<file path="src/core/uid_defines.svh">
// Constants for the UART interrupt and DMA request block.
// Included by the package user files; definitions only.
`ifndef UID_DEFINES_SVH
`define UID_DEFINES_SVH
// Interrupt status / mask bit positions
`define UID_BIT_TRANSMITTER_READY_FLAG 0
`define UID_BIT_RXSRC 1
`define UID_BIT_DBRK 2
`define UID_BIT_COS 7
// Mode register one receive notification select bit
`define UID_MR1_RXSEL 6
// Command field values
`define UID_CMD_NONE 3'h0
`define UID_CMD_PTR_RESET 3'h1
`define UID_CMD_RX_RESET 3'h2
`define UID_CMD_TX_RESET 3'h3
// Controller register offsets
`define UID_REG_STATUS 4'h0
`define UID_REG_MASK 4'h1
`define UID_REG_MODE1 4'h2
`define UID_REG_CMD 4'h3
`define UID_REG_EVENTS 4'h4
`define UID_REG_DMAEN 4'h5
`define UID_REG_TXDATA 4'h6
`define UID_REG_RXDATA 4'h7
// Receive FIFO depth
`define UID_FIFO_DEPTH 3
`endif

</file>
<file path="src/core/uid_if.sv">
// Link between the UART channel end and the DMA / interrupt controller end.
// Both ends share clk and rst_n from the testbench.
`timescale 1ns/1ps
interface uid_if;
  logic tx_dma_req;
  logic rx_dma_req;
  logic irq;
  logic [7:0] isr;
  logic [7:0] imr;
  logic mode_rx_sel;
  logic [2:0] cmd;
  logic cmd_stb;
  logic imr_wr;
  logic [7:0] imr_data;
  logic mr1_wr;
  logic [7:0] mr1_data;
  logic tb_wr;
  logic [7:0] tb_data;
  logic rb_rd;
  logic [7:0] rb_data;
  logic brk_clr;
  logic cos_clr;
  modport dev (
    output tx_dma_req, rx_dma_req, irq, isr, imr, mode_rx_sel, rb_data,
    input cmd, cmd_stb, imr_wr, imr_data, mr1_wr, mr1_data, tb_wr, tb_data, rb_rd,
    input brk_clr, cos_clr
  );
  modport ctl (
    input tx_dma_req, rx_dma_req, irq, isr, imr, mode_rx_sel, rb_data,
    output cmd, cmd_stb, imr_wr, imr_data, mr1_wr, mr1_data, tb_wr, tb_data, rb_rd,
    output brk_clr, cos_clr
  );
endinterface

</file>
<file path="src/core/uid_dev.sv">
// Overview of operation
// - Two independent DMA requests, transmit and receive.
// - Transmit request follows transmitter ready flag.
// - Receive request follows full-or-ready status flag.
// - Status bit1 receive request, bit0 transmit.
// - Mask bits: 7 cts, 2 break, 1 fifo, 0 tx.
// - Mode one bit6 picks ready or full.
// - Software disables DMA when using ready interrupts.
// - Cts change and break still interrupt under DMA.
// - Prefer receive request from receiver ready.
// - Break interrupt at start and end, cleared.
// - Init resets receiver, transmitter, then pointer.
// - Then mask, input enable, clock select.
// - Then mode one fields.
// - Then mode two fields.
// - Enable transmitter/receiver last.
// - Status read never pops receive FIFO.
// - Receiver reset clears FIFO, break, receive status and receive request; flow reopens.
//
// UART channel end: receive FIFO, transmit holding, status, mask, requests.
// Serial side is abstracted as input pulses rx_char_stb, tx_done and pin levels brk_in, cts_in.
`timescale 1ns/1ps
`include "uid_defines.svh"
module uid_dev #(
  parameter int DEPTH = `UID_FIFO_DEPTH
) (
  input wire logic clk,
  input wire logic rst_n,
  uid_if.dev lnk,
  input wire logic rx_char_stb,
  input wire logic [7:0] rx_char,
  input wire logic tx_done,
  input wire logic brk_in,
  input wire logic cts_in,
  output logic [7:0] tx_char,
  output logic tx_start,
  output logic rx_flow_ok
);

  typedef struct packed {
    logic [DEPTH-1:0][7:0] mem;
    logic [1:0] cnt;
    logic tx_full;
    logic [7:0] tx_hold;
    logic tx_start;
    logic [7:0] imr;
    logic mr1_sel;
    logic [2:0] ptr;
    logic dbrk;
    logic cts_state_change;
    logic [7:0] isr;
    logic irq;
    logic txr, rxr;
    logic rts;
    logic [7:0] rb;
  } uid_dev_st_t;
  uid_dev_st_t q, d;
  logic rxsrc;
  logic pop;
  logic push;
  logic brk_chg;
  logic cts_chg;

  // Break and clear-to-send are pins from outside the clock domain
  uid_pin_filter i_brk_filter (
    .clk(clk),
    .rst_n(rst_n),
    .pin(brk_in),
    .change(brk_chg)
  );
  uid_pin_filter i_cts_filter (
    .clk(clk),
    .rst_n(rst_n),
    .pin(cts_in),
    .change(cts_chg)
  );

  always_comb begin
    d = q;
    d.tx_start = 1'b0;
    pop = lnk.rb_rd && (q.cnt != 2'h0);
    push = rx_char_stb && ((q.cnt != 2'(DEPTH)) || pop);
    if (pop) begin
      d.rb = q.mem[0];
      for (int i = 0; i < DEPTH - 1; i++) begin
        d.mem[i] = q.mem[i+1];
      end
    end
    if (push) begin
      d.mem[2'(q.cnt - 2'(pop))] = rx_char;
    end
    d.cnt = q.cnt + 2'(push) - 2'(pop);
    // Transmit holding register; one character in flight
    if (lnk.tb_wr && !q.tx_full) begin
      d.tx_full = 1'b1;
      d.tx_hold = lnk.tb_data;
      d.tx_start = 1'b1;
    end else if (tx_done) begin
      d.tx_full = 1'b0;
    end
    // Break change at both edges; hardware set wins over clear
    if (brk_chg) begin
      d.dbrk = 1'b1;
    end else if (lnk.brk_clr) begin
      d.dbrk = 1'b0;
    end
    if (cts_chg) begin
      d.cts_state_change = 1'b1;
    end else if (lnk.cos_clr) begin
      d.cts_state_change = 1'b0;
    end
    if (lnk.imr_wr) begin
      d.imr = lnk.imr_data;
    end
    if (lnk.mr1_wr) begin
      d.mr1_sel = lnk.mr1_data[`UID_MR1_RXSEL];
    end
    if (lnk.cmd_stb) begin
      case (lnk.cmd)
        `UID_CMD_PTR_RESET: d.ptr = 3'h0;
        // A character arriving in the reset cycle is dropped with the rest
        `UID_CMD_RX_RESET: begin
          d.cnt = 2'h0;
          d.dbrk = 1'b0;
        end
        `UID_CMD_TX_RESET: d.tx_full = 1'b0;
        default: d.ptr = q.ptr;
      endcase
    end
    // Flow permission drops in the very cycle the last slot fills
    d.rts = (d.cnt != 2'(DEPTH));
    // Bit 6 clear: ready (at least one char); set: FIFO full
    rxsrc = d.mr1_sel ? (d.cnt == 2'(DEPTH)) : (d.cnt != 2'h0);
    d.txr = !d.tx_full;
    d.rxr = rxsrc;
    d.isr = 8'h00;
    d.isr[`UID_BIT_TRANSMITTER_READY_FLAG] = d.txr;
    d.isr[`UID_BIT_RXSRC] = d.rxr;
    d.isr[`UID_BIT_DBRK] = d.dbrk;
    d.isr[`UID_BIT_COS] = d.cts_state_change;
    d.irq = |(d.isr & d.imr);
  end

  always_ff @(posedge clk or negedge rst_n) begin
    if (!rst_n) begin
      q <= '0;
      q.txr <= 1'b1;
      q.isr <= 8'h01;
      q.rts <= 1'b1;
    end else begin
      q <= d;
    end
  end

  assign lnk.tx_dma_req = q.txr;
  assign lnk.rx_dma_req = q.rxr;
  assign lnk.isr = q.isr;
  assign lnk.imr = q.imr;
  assign lnk.irq = q.irq;
  assign lnk.mode_rx_sel = q.mr1_sel;
  assign lnk.rb_data = q.rb;
  assign tx_char = q.tx_hold;
  assign tx_start = q.tx_start;
  assign rx_flow_ok = q.rts;
endmodule

// Three-flop pin filter: a change counts once flops two and three agree,
// so one unsettled sample never makes an event on its own.
module uid_pin_filter (
  input wire logic clk,
  input wire logic rst_n,
  input wire logic pin,
  output logic change
);

  typedef struct packed {
    logic s1;
    logic s2;
    logic s3;
    logic lvl;
    logic chg;
  } uid_pin_st_t;
  uid_pin_st_t q, d;

  always_comb begin
    d = q;
    d.s1 = pin;
    d.s2 = q.s1;
    d.s3 = q.s2;
    d.chg = 1'b0;
    if ((q.s2 == q.s3) && (q.s3 != q.lvl)) begin
      d.lvl = q.s3;
      d.chg = 1'b1;
    end
  end

  always_ff @(posedge clk or negedge rst_n) begin
    if (!rst_n) begin
      q <= '0;
    end else begin
      q <= d;
    end
  end

  assign change = q.chg;
endmodule

</file>
<file path="src/flat_wrapper.sv">
// flat-port wrapper written by rule: the top's interface ports become plain ports
module uid_dev_flat 
#(
  parameter int DEPTH = `UID_FIFO_DEPTH
)
  (clk, rst_n, rx_char_stb, rx_char, tx_done, brk_in, cts_in, tx_char, tx_start, rx_flow_ok, lnk_tx_dma_req, lnk_rx_dma_req, lnk_irq, lnk_isr, lnk_imr, lnk_mode_rx_sel, lnk_rb_data, lnk_cmd, lnk_cmd_stb, lnk_imr_wr, lnk_imr_data, lnk_mr1_wr, lnk_mr1_data, lnk_tb_wr, lnk_tb_data, lnk_rb_rd, lnk_brk_clr, lnk_cos_clr);
  uid_if lnk_i ();
  input wire logic clk;
  input wire logic rst_n;
  input wire logic rx_char_stb;
  input wire logic [7:0] rx_char;
  input wire logic tx_done;
  input wire logic brk_in;
  input wire logic cts_in;
  output logic [7:0] tx_char;
  output logic tx_start;
  output logic rx_flow_ok;
  output wire logic [$bits(lnk_i.tx_dma_req)-1:0] lnk_tx_dma_req;
  output wire logic [$bits(lnk_i.rx_dma_req)-1:0] lnk_rx_dma_req;
  output wire logic [$bits(lnk_i.irq)-1:0] lnk_irq;
  output wire logic [$bits(lnk_i.isr)-1:0] lnk_isr;
  output wire logic [$bits(lnk_i.imr)-1:0] lnk_imr;
  output wire logic [$bits(lnk_i.mode_rx_sel)-1:0] lnk_mode_rx_sel;
  output wire logic [$bits(lnk_i.rb_data)-1:0] lnk_rb_data;
  input wire logic [$bits(lnk_i.cmd)-1:0] lnk_cmd;
  input wire logic [$bits(lnk_i.cmd_stb)-1:0] lnk_cmd_stb;
  input wire logic [$bits(lnk_i.imr_wr)-1:0] lnk_imr_wr;
  input wire logic [$bits(lnk_i.imr_data)-1:0] lnk_imr_data;
  input wire logic [$bits(lnk_i.mr1_wr)-1:0] lnk_mr1_wr;
  input wire logic [$bits(lnk_i.mr1_data)-1:0] lnk_mr1_data;
  input wire logic [$bits(lnk_i.tb_wr)-1:0] lnk_tb_wr;
  input wire logic [$bits(lnk_i.tb_data)-1:0] lnk_tb_data;
  input wire logic [$bits(lnk_i.rb_rd)-1:0] lnk_rb_rd;
  input wire logic [$bits(lnk_i.brk_clr)-1:0] lnk_brk_clr;
  input wire logic [$bits(lnk_i.cos_clr)-1:0] lnk_cos_clr;
  assign lnk_tx_dma_req = lnk_i.tx_dma_req;
  assign lnk_rx_dma_req = lnk_i.rx_dma_req;
  assign lnk_irq = lnk_i.irq;
  assign lnk_isr = lnk_i.isr;
  assign lnk_imr = lnk_i.imr;
  assign lnk_mode_rx_sel = lnk_i.mode_rx_sel;
  assign lnk_rb_data = lnk_i.rb_data;
  assign lnk_i.cmd = lnk_cmd;
  assign lnk_i.cmd_stb = lnk_cmd_stb;
  assign lnk_i.imr_wr = lnk_imr_wr;
  assign lnk_i.imr_data = lnk_imr_data;
  assign lnk_i.mr1_wr = lnk_mr1_wr;
  assign lnk_i.mr1_data = lnk_mr1_data;
  assign lnk_i.tb_wr = lnk_tb_wr;
  assign lnk_i.tb_data = lnk_tb_data;
  assign lnk_i.rb_rd = lnk_rb_rd;
  assign lnk_i.brk_clr = lnk_brk_clr;
  assign lnk_i.cos_clr = lnk_cos_clr;
  uid_dev #(.DEPTH(DEPTH)) u_core (.clk(clk), .rst_n(rst_n), .lnk(lnk_i), .rx_char_stb(rx_char_stb), .rx_char(rx_char), .tx_done(tx_done), .brk_in(brk_in), .cts_in(cts_in), .tx_char(tx_char), .tx_start(tx_start), .rx_flow_ok(rx_flow_ok));
endmodule
</file>
<file path="config.mk">
export PLATFORM = sky130hd
export DESIGN_NAME = uid_dev_flat
export DESIGN_NICKNAME = d
export VERILOG_FILES = /design/src/core/uid_if.sv /design/src/core/uid_dev.sv /design/src/flat_wrapper.sv
export VERILOG_INCLUDE_DIRS = /design/src /design/src/core
export SDC_FILE = /design/constraint.sdc
export NUM_CORES = 1
export LEC_CHECK = 0
export BUFFER_PORTS_ARGS = -buffer_cell sky130_fd_sc_hd__buf_2
export CORE_MARGIN = 4
export CORE_UTILIZATION = 40
export DETAILED_ROUTE_END_ITERATION = 8
export GPL_ROUTABILITY_DRIVEN = 0
export GPL_TIMING_DRIVEN = 0
export SLEW_MARGIN = 20
export SYNTH_ARGS = -nofsm -noshare
export SYNTH_HDL_FRONTEND = slang
export SYNTH_SLANG_ARGS = --single-unit
</file>
<file path="constraint.sdc">
create_clock -name clk -period 1.75 [get_ports clk]
set_input_delay 0.0875 -clock clk [delete_from_list [all_inputs] [get_ports clk]]
set_output_delay 0.0875 -clock clk [all_outputs]
set_load 0.005 [all_outputs]
</file>
---- Word level (Yosys, flattened, before mapping) ----
Index checks and enable logic that the tools add are counted.
word-level totals
  register bits after elaboration ......... 73
  input bits .............................. 48
  output and inout port bits .............. 38
  word-level logic and storage cells ...... 76
cells by class
  $add $sub $neg .......................... 3
  $lt $le $gt $ge ......................... 2
  equality and inequality tests ........... 9
  mux-type cells .......................... 22
  bitwise operators ....................... 1
  reduce and logical (&&, ||, !) cells .... 12
operators by type and width
  operator                                                                      number
  16-bit 2-to-1 mux                                                             2
  24-bit bitwise mux                                                            1
  8-bit demux with 2-bit select                                                 1
  8-bit 2-to-1 mux                                                              2
  1-bit 2-to-1 mux                                                              14
  8-bit bitwise AND                                                             1
  8-bit OR reduction                                                            1
  3-bit by 2-bit == test with 1-bit output, second input constant               2
  1-bit logical AND                                                             6
  2-bit != test, second input constant                                          2
  2-bit nonzero test                                                            2
  2-bit by 1-bit subtractor with 2-bit output                                   2
  2-bit by 3-bit less-than comparator with 1-bit output, second input constant  1
  3-bit 2-to-1 mux                                                              1
  2-bit by 1-bit adder with 2-bit output                                        1
  1-bit == test                                                                 2
  2-bit == test, second input constant                                          1
  2-bit by 1-bit >= comparator with 1-bit output, second input constant         1
  1-bit logical NOT                                                             2
  2-bit 2-to-1 mux                                                              1
  1-bit != test                                                                 2
  1-bit logical OR                                                              1

---- Depth between registers and ports, before layout ----
Gate-level depths: netlist of run 1.
  depth in word-level cells ............... 12
  gate-level depth with buffers ........... 6
  depth with buffers taken out ............ 4

---- Modules after synthesis ----
A second synthesis of run 1 with hierarchy kept.
second synthesis, totals
  cell total of the unflattened synthesis .. 219
  area total of the unflattened synthesis .. 3116.7 um^2
by module, submodules not included
  module          instances  cells each  area each (um^2)
  uid_dev         1          201         2811.4
  uid_pin_filter  2          9           152.6

---- Least setup slack after synthesis of run 1 ----
Ideal clock, no wire load.
  kind .................................... flip-flop to flip-flop
  start ................................... register u_core.q[44] (netlist name)
  end ..................................... register u_core.q[62] (netlist name)
  library setup time ...................... 125 ps
  data arrival time ....................... 1325 ps
  slack ................................... 300 ps
  stages on the path, launching flop included .. 5
  path buffers ............................ 1
  clock period less this slack ............ 1450 ps
  cell sequence ........................... dfrtp_1 -> buf_4 -> nor2b_4 -> nor3b_4 -> mux2_2
on the way
  longest elaborated chain between the ends .. 8
ends and longest elaborated chain
  what                                                                                                                                           line           source
  start: declaration                                                                                                                             uid_dev.sv:57  uid_dev_st_t q, d;
  2-bit nonzero test                                                                                                                             uid_dev.sv:81  pop = lnk.rb_rd && (q.cnt != 2'h0);
  1-bit logical AND                                                                                                                              uid_dev.sv:81
  2-bit by 1-bit subtractor with 2-bit output                                                                                                    uid_dev.sv:90  d.mem[2'(q.cnt - 2'(pop))] = rx_char;
  2-bit by 3-bit less-than comparator with 1-bit output (not written as such) or 2-bit by 1-bit >= comparator with 1-bit output (tied branches)  uid_dev.sv:90
  1-bit logical AND (not written as such)                                                                                                        uid_dev.sv:90
  8-bit 2-to-1 mux (not written as such)                                                                                                         uid_dev.sv:90
  8-bit demux with 2-bit select                                                                                                                  -
  24-bit bitwise mux                                                                                                                             uid_dev.sv:90
Several ways; a longest one is shown, not always the timed one.
A chain may end at the register's enable or synchronous reset.

==> results of run 1 <==
-- stage by stage --
stage / total power, mW / util (%) / area, um2
CTS: 5.37 / 54.6 / 4000
floorplan: 3.53 / - / 3050
finish: 5.33 / 55.1 / 4040
global placement: 3.99 / 48.2 / 3540
detailed placement: 4.05 / 48.6 / 3570
global route: 5.72 / 55.1 / 4040
-- state kept, by name, summed over array words and instances, names as in the netlist --
register                    count
u_core.rx_flow_ok               1
u_core.lnk.imr                  8
u_core.lnk.isr                  4
u_core.lnk.irq                  1
u_core.i_brk_filter.q           2
u_core.tx_start                 1
u_core.tx_char                  8
u_core.lnk.mode_rx_sel          1
u_core.lnk.rb_data              8
u_core.q                       27
u_core.i_cts_filter.d           2
u_core.i_brk_filter.change      1
u_core.i_brk_filter.d           2
u_core.i_cts_filter.q           2
u_core.i_cts_filter.change      1
-- cell usage after synthesis, drive strengths merged --
cell	number
a22oi	1
o21a	1
a21oi	9
nor3b	3
a21boi	1
a2bb2oi	1
inv	3
nor2b	6
maj3	2
nand3	2
and3b	1
o21ai	13
o211ai	3
nor4bb	1
nand2	16
conb	1
buf	40
dfstp	2
dfrtp	67
nand4b	1
nor2	13
a211oi	2
a21o	2
nand2b	1
mux2i	16
mux2	33
-- worst max-delay path: cells and delay by family, from the launching register on --
family	cells	cell delay [ns]
buffers and inverters	2	0.40
and+or+nand+nor	2	0.26
AOI/OAI and AO/OA	2	0.52
DFF	1	0.35
-- layout make-up --
cell class / count / area (um2)
Buffer: 40 / 302
Clock buffer: 14 / 153
Clock inverter: 2 / 35.0
Fill cell: 659 / 3290
Inverter: 3 / 11.3
Multi-Input combinational cell: 132 / 1010
Sequential cell: 69 / 1730
Tap cell: 99 / 124
Timing Repair Buffer: 101 / 676
-- report_power, final --
group	internal (mW)	switching, mW	leakage (nW)
registers	2.11	0.239	0.822
clock network	0.699	0.558	0.0947
logic	1.02	0.698	1.08
total	3.83	1.50	2.00
-- final timing paths --
check | end | cells after the start
worst max-delay path | u_core.q[60] | 6
worst min-delay path | u_core.lnk.imr[1] | 2
worst max register to register | u_core.q[60] | 6
worst min register to register | u_core.i_cts_filter.d[2] | 0
max in group asynchronous | u_core.lnk.isr[0] | 3
min in group asynchronous | u_core.q[64] | 2
-- cells by family after synthesis --
family,share of synthesized area (%)
muxes,17.5
other,0.124
adders and majority gates,0.660
AOI/OAI and AO/OA,6.64
and+or+nand+nor,7.79
DFF,57.0
buffers and inverters,10.3
-- layer usage --
metal	share of wire, %	track usage, %	vias to the layer above
met5	0	0	-
met4	2.1	7.57	0
met3	5.0	2.92	8
met2	47	22.2	47
met1	45	18.7	974
li1	-	-	1024
-- repair_timing --
action                     4_1_cts  5_1_grt
hold endpoints to repair        93        1
resized for setup                0        1
buffers inserted                 0        1
setup endpoints to repair        0       13
hold buffers                    25        1
==> impl_metrics.py, run 1 <==
metrics = {
    "floorplan": {
        "die_h_um": 95.1,
        "dieArea_um2": 9050,
        "start_util_pct": 41.4,
        "coreArea_um2": 7330,
        "row_count": 31,
        "io_pins": 86,
        "die_x_um": 95.1,
    },
    "place": {
        "post-place-ws_ns": 0.0813,
        "dp.cells": 417,
        "port_buffers": 73,
        "dp_hpwl_um": 3960,
    },
    "cts": {
        "cts_htree_levels": 3,
        "clock_latency_ns": 0.33,
        "cts_tree": "yes",
        "numCtsBuffers": 9,
        "clkTransAtPathRegs_ns": 0.07,
        "cts_root_buffer": "clkbuf_8",
        "clockBufferDepth": 2,
        "cts.sinks": 69,
    },
    "worst_setup_path": {
        "cp.arrival_ns": 1.86,
        "crit_chain": "buf_2 -> and3b_1 -> o21ai_2 -> buf_6 -> nor2_1 -> a21oi_1",
        "setup.worst_path.start": "u_core.q[45]",
        "cp_slowest_cell": "o21ai_2",
        "end_kind": "flop",
        "crit_fanout": 10,
        "rr_startpoint": "u_core.q[45]",
        "r2r_slack_ns": 0.15,
        "critical_path.max_stage_delay_ns": 0.42,
        "critPathKind": "reg2reg",
        "cp-start-kind": "flop",
        "required_ns": 2.01,
    },
    "grt": {
        "grt_pass1_wl_um": 9890,
        "grt_max_degree": 53,
        "grt_pass1_vias": 2114,
        "grt_usage_pct": 14.3,
        "grt_antenna_before_repair": 0,
        "grt.overflow.total": 0,
    },
    "timing": {
        "whs_ns": 0.0176,
        "fmax_mhz": 625,
        "finalSetupTns_ns": 0,
        "rsz0062_at_grt": "no",
        "worst_slew_pin_slew_ns": 0.668,
        "fin_crit_ns": 1.60,
        "slew_violations": 0,
        "hold_viol_final": 0,
        "setup_violations": 0,
        "fin_ws_ns": 0.149,
        "finalCritPeriodShare_pct": 91.5,
        "max_slew_margin_pct": 54.9,
        "fin_skew_ns": 0.00653,
    },
    "routing": {
        "post-route-drc-count": 0,
        "viasPerCell": 4.46,
        "dr.pass1.iters": 4,
        "drtIter0Drc": 53,
        "vias": 2053,
        "drt-total-wl_um": 5930,
        "drt-wirelength-per-cell_um": 12.9,
        "route.antenna.remaining_nets": 0,
    },
    "power_and_ir_drop": {
        "max-vdd-ir-drop_mv": 0.496,
        "leakage_nw": 2.00,
        "power_density_nw_per_um2": 1320,
    },
    "final_layout": {
        "area_growth_pct": 33.1,
        "mostFrequentLayoutCells": "buf_2, dfrtp_1, buf_4",
        "layoutNonFillerInstCount": 460,
        "fin_nets": 404,
        "final_common_cell": "buf_2",
        "drive_above_1_share_pct": 46.3,
        "diodes": 0,
    },
    "status": {
        "status": "completed",
    },
    "logic_synthesis": {
        "synth_area_um2": 3040,
        "synth_seq_cells": 69,
        "ys_seq_area_share_pct": 57.0,
        "synth.avg_cell_area_um2": 12.6,
        "ys_types": 32,
        "synthTopCellsByArea": "dfrtp_1, mux2_2, buf_4",
        "synth_cells": 241,
        "synth_warnings": 0,
        "yosysTopAreaCell": "dfrtp_1",
        "synth_top_area_share_pct": 55.2,
    },
    "min_path": {
        "hold_start": "lnk_imr_data[1]",
        "hold_class": "in2reg",
    },
    "job": {
        "maxCapViolCount": 0,
    },
}
(Power assumes the default switching activity.)
==> inputs of run 2 (changes only) <==
- ABC_AREA: not set -> 1
==> run 2 against run 1 <==
Final cell count increased by 12%. Utilization decreased by 0.77 points. Power decreased by 4.9%. Highest routed layer unchanged.
==> impl_metrics.py, run 2 <==
metrics = {
    "logic_synthesis": {
        "synth-edff-count": 0,
        "yosysTopAreaCell": "dfrtp_1",
        "synthTopCellsByCount": "nand2_1, dfrtp_1, buf_4, mux2_2, inv_1",
        "synthTopCellsByArea": "dfrtp_1, nand2_1, mux2_2",
        "synth_top_area_share_pct": 55.9,
        "ys_types": 26,
        "synth_seq_cells": 69,
        "synth_cells": 295,
        "synth_warnings": 0,
        "synthFlopType": "dfrtp_1",
        "synthArstFlopShare_pct": 100,
        "synthMostInstantiatedCell": "nand2_1",
        "ys_seq_area_share_pct": 57.6,
        "synth.avg_cell_area_um2": 10.2,
        "synth_area_um2": 3000,
    },
    "worst_setup_path": {
        "worst_path_most_repeated_cell": "nand2_1",
        "end_kind": "flop",
        "critical_path_depth": 5,
        "crit_fanout": 10,
        "r2r_slack_ns": 0.20,
        "critPathKind": "reg2reg",
        "cp_slowest_cell": "dfrtp_1",
        "cp-start-kind": "flop",
        "required_ns": 1.97,
        "r2r_cells": 5,
        "critical_path.max_stage_delay_ns": 0.44,
        "cp.arrival_ns": 1.78,
        "path_buf_inv": 1,
        "rr_startpoint": "u_core.q[45]",
        "crit_chain": "o21ai_2 -> buf_2 -> mux2_2 -> nand2_1 -> nand2_1",
        "cp_top_family": "flip-flops",
        "setup.worst_path.start": "u_core.q[45]",
    },
    "final_layout": {
        "layoutNonFillerInstCount": 514,
        "final_core_util_pct": 54.3,
        "fin_nets": 458,
        "drive_above_1_share_pct": 38.3,
        "final_common_cell": "nand2_1",
        "mostFrequentLayoutCells": "nand2_1, buf_2, dfrtp_1",
        "diodes": 0,
        "top_register": "u_core.q",
        "area_growth_pct": 32.0,
        "largest_reg_flops": 27,
        "fin_area_um2": 3960,
    },
    "routing": {
        "drt-total-wl_um": 6210,
        "drtIter0Drc": 119,
        "vias": 2210,
        "viasPerCell": 4.30,
        "drt-wirelength-per-cell_um": 12.1,
        "post-route-drc-count": 0,
        "route.antenna.remaining_nets": 0,
        "dr.pass1.iters": 4,
    },
    "place": {
        "dp_hpwl_um": 4190,
        "post-place-ws_ns": 0.179,
        "port_buffers": 73,
        "dp.cells": 471,
        "placed_cell_area_um2": 3530,
    },
    "status": {
        "status": "completed",
    },
    "grt": {
        "grt_pass1_wl_um": 10700,
        "grt_antenna_before_repair": 0,
        "grt.overflow.total": 0,
        "grt_max_degree": 50,
        "grt_use_met1_pct": 19.0,
        "use_met3_pct": 5.26,
        "use_met2_pct": 26.2,
        "grt_pass1_vias": 2360,
        "grt_busiest_layer": "met2",
        "grt_usage_pct": 15.8,
    },
    "timing": {
        "slew_violations": 0,
        "setup_violations": 0,
        "finalCritPeriodShare_pct": 88.8,
        "fin_crit_ns": 1.55,
        "fin_ws_ns": 0.195,
        "rsz0062_at_grt": "no",
        "fmax_mhz": 643,
        "whs_ns": 0.0297,
        "finalSetupTns_ns": 0,
        "fin_skew_ns": 0.00791,
        "hold_viol_final": 0,
    },
    "power_and_ir_drop": {
        "fin_total_pwr_mw": 5.07,
        "max-vdd-ir-drop_mv": 0.458,
        "power_density_nw_per_um2": 1280,
        "leakage_nw": 2.05,
    },
    "cts": {
        "cts.sinks": 69,
        "numCtsBuffers": 9,
        "clockBufferDepth": 2,
        "cts_root_buffer": "clkbuf_8",
        "post-cts-setup-buffers": 0,
        "clock_latency_ns": 0.33,
        "cts_htree_levels": 3,
        "clkTransAtPathRegs_ns": 0.06,
        "cts_tree": "yes",
    },
    "floorplan": {
        "row_count": 31,
        "dieArea_um2": 8950,
        "die_h_um": 94.6,
        "start_util_pct": 41.2,
        "die_x_um": 94.6,
        "coreArea_um2": 7290,
        "io_pins": 86,
    },
    "job": {
        "maxCapViolCount": 0,
    },
    "min_path": {
        "hold_start": "lnk_imr_data[1]",
        "holdPathStages": 2,
        "hold_class": "in2reg",
    },
}
## run 2: per-layer routing
| metal | vias to the layer above | wire length [um] | share of wire (%) |
|---|---|---|---|
| li1 | 1139 | - | - |
| met5 | - | 0 | 0 |
| met4 | 0 | 51 | 0.82 |
| met3 | 5 | 388 | 6.3 |
| met2 | 58 | 3020 | 49 |
| met1 | 1008 | 2750 | 44 |
## run 2: worst paths after layout
path                                       endpoint
setup / recovery                       u_core.q[48]
hold reg to reg            u_core.i_brk_filter.d[2]
hold / removal                    u_core.lnk.imr[1]
max in group asynchronous         u_core.rx_flow_ok
min in group asynchronous         u_core.lnk.imr[5]
setup reg to reg                       u_core.q[48]
## run 2: what timing repair did
action / CTS / global route
hold buffers: 27 / 0
endpoints found under the hold margin: 98 / 0
resized for setup: 0 / 0
## run 2: final cells by class
class                   count  area [um2]
plain buffers              38         273
fillers                   679        3330
flip-flops and latches     69        1730
inverters                  24        90.1
repair buffers            101         666
clock buffers              16         160
well taps                  99         124
multi-input cells         167         921
## run 2: worst register-to-register path, delay by kind of cell, from the launching register on
family / cells / cell delay (ns)
AOI/OAI and AO/OA: 1 / 0.25
muxes: 1 / 0.36
buffers and inverters: 1 / 0.30
and+or+nand+nor: 2 / 0.10
DFF: 1 / 0.44
## run 2: cells by family after synthesis
kind of cell	count (synthesis)	share of synthesized area [%]
AND/OR/NAND/NOR	108	15.4
AO/OA/AOI/OAI	31	5.84
multiplexers	24	8.96
flip-flops	69	57.6
other	1	0.125
buffers and inverters	62	12.1
## run 2: where the power goes
part / total [mW] / internal [mW] / switching, mW
Sequential: 2.35 / 2.12 / 0.238
Clock: 1.08 / 0.558 / 0.522
Combinational: 1.64 / 0.900 / 0.737
Total: 5.07 / 3.57 / 1.50
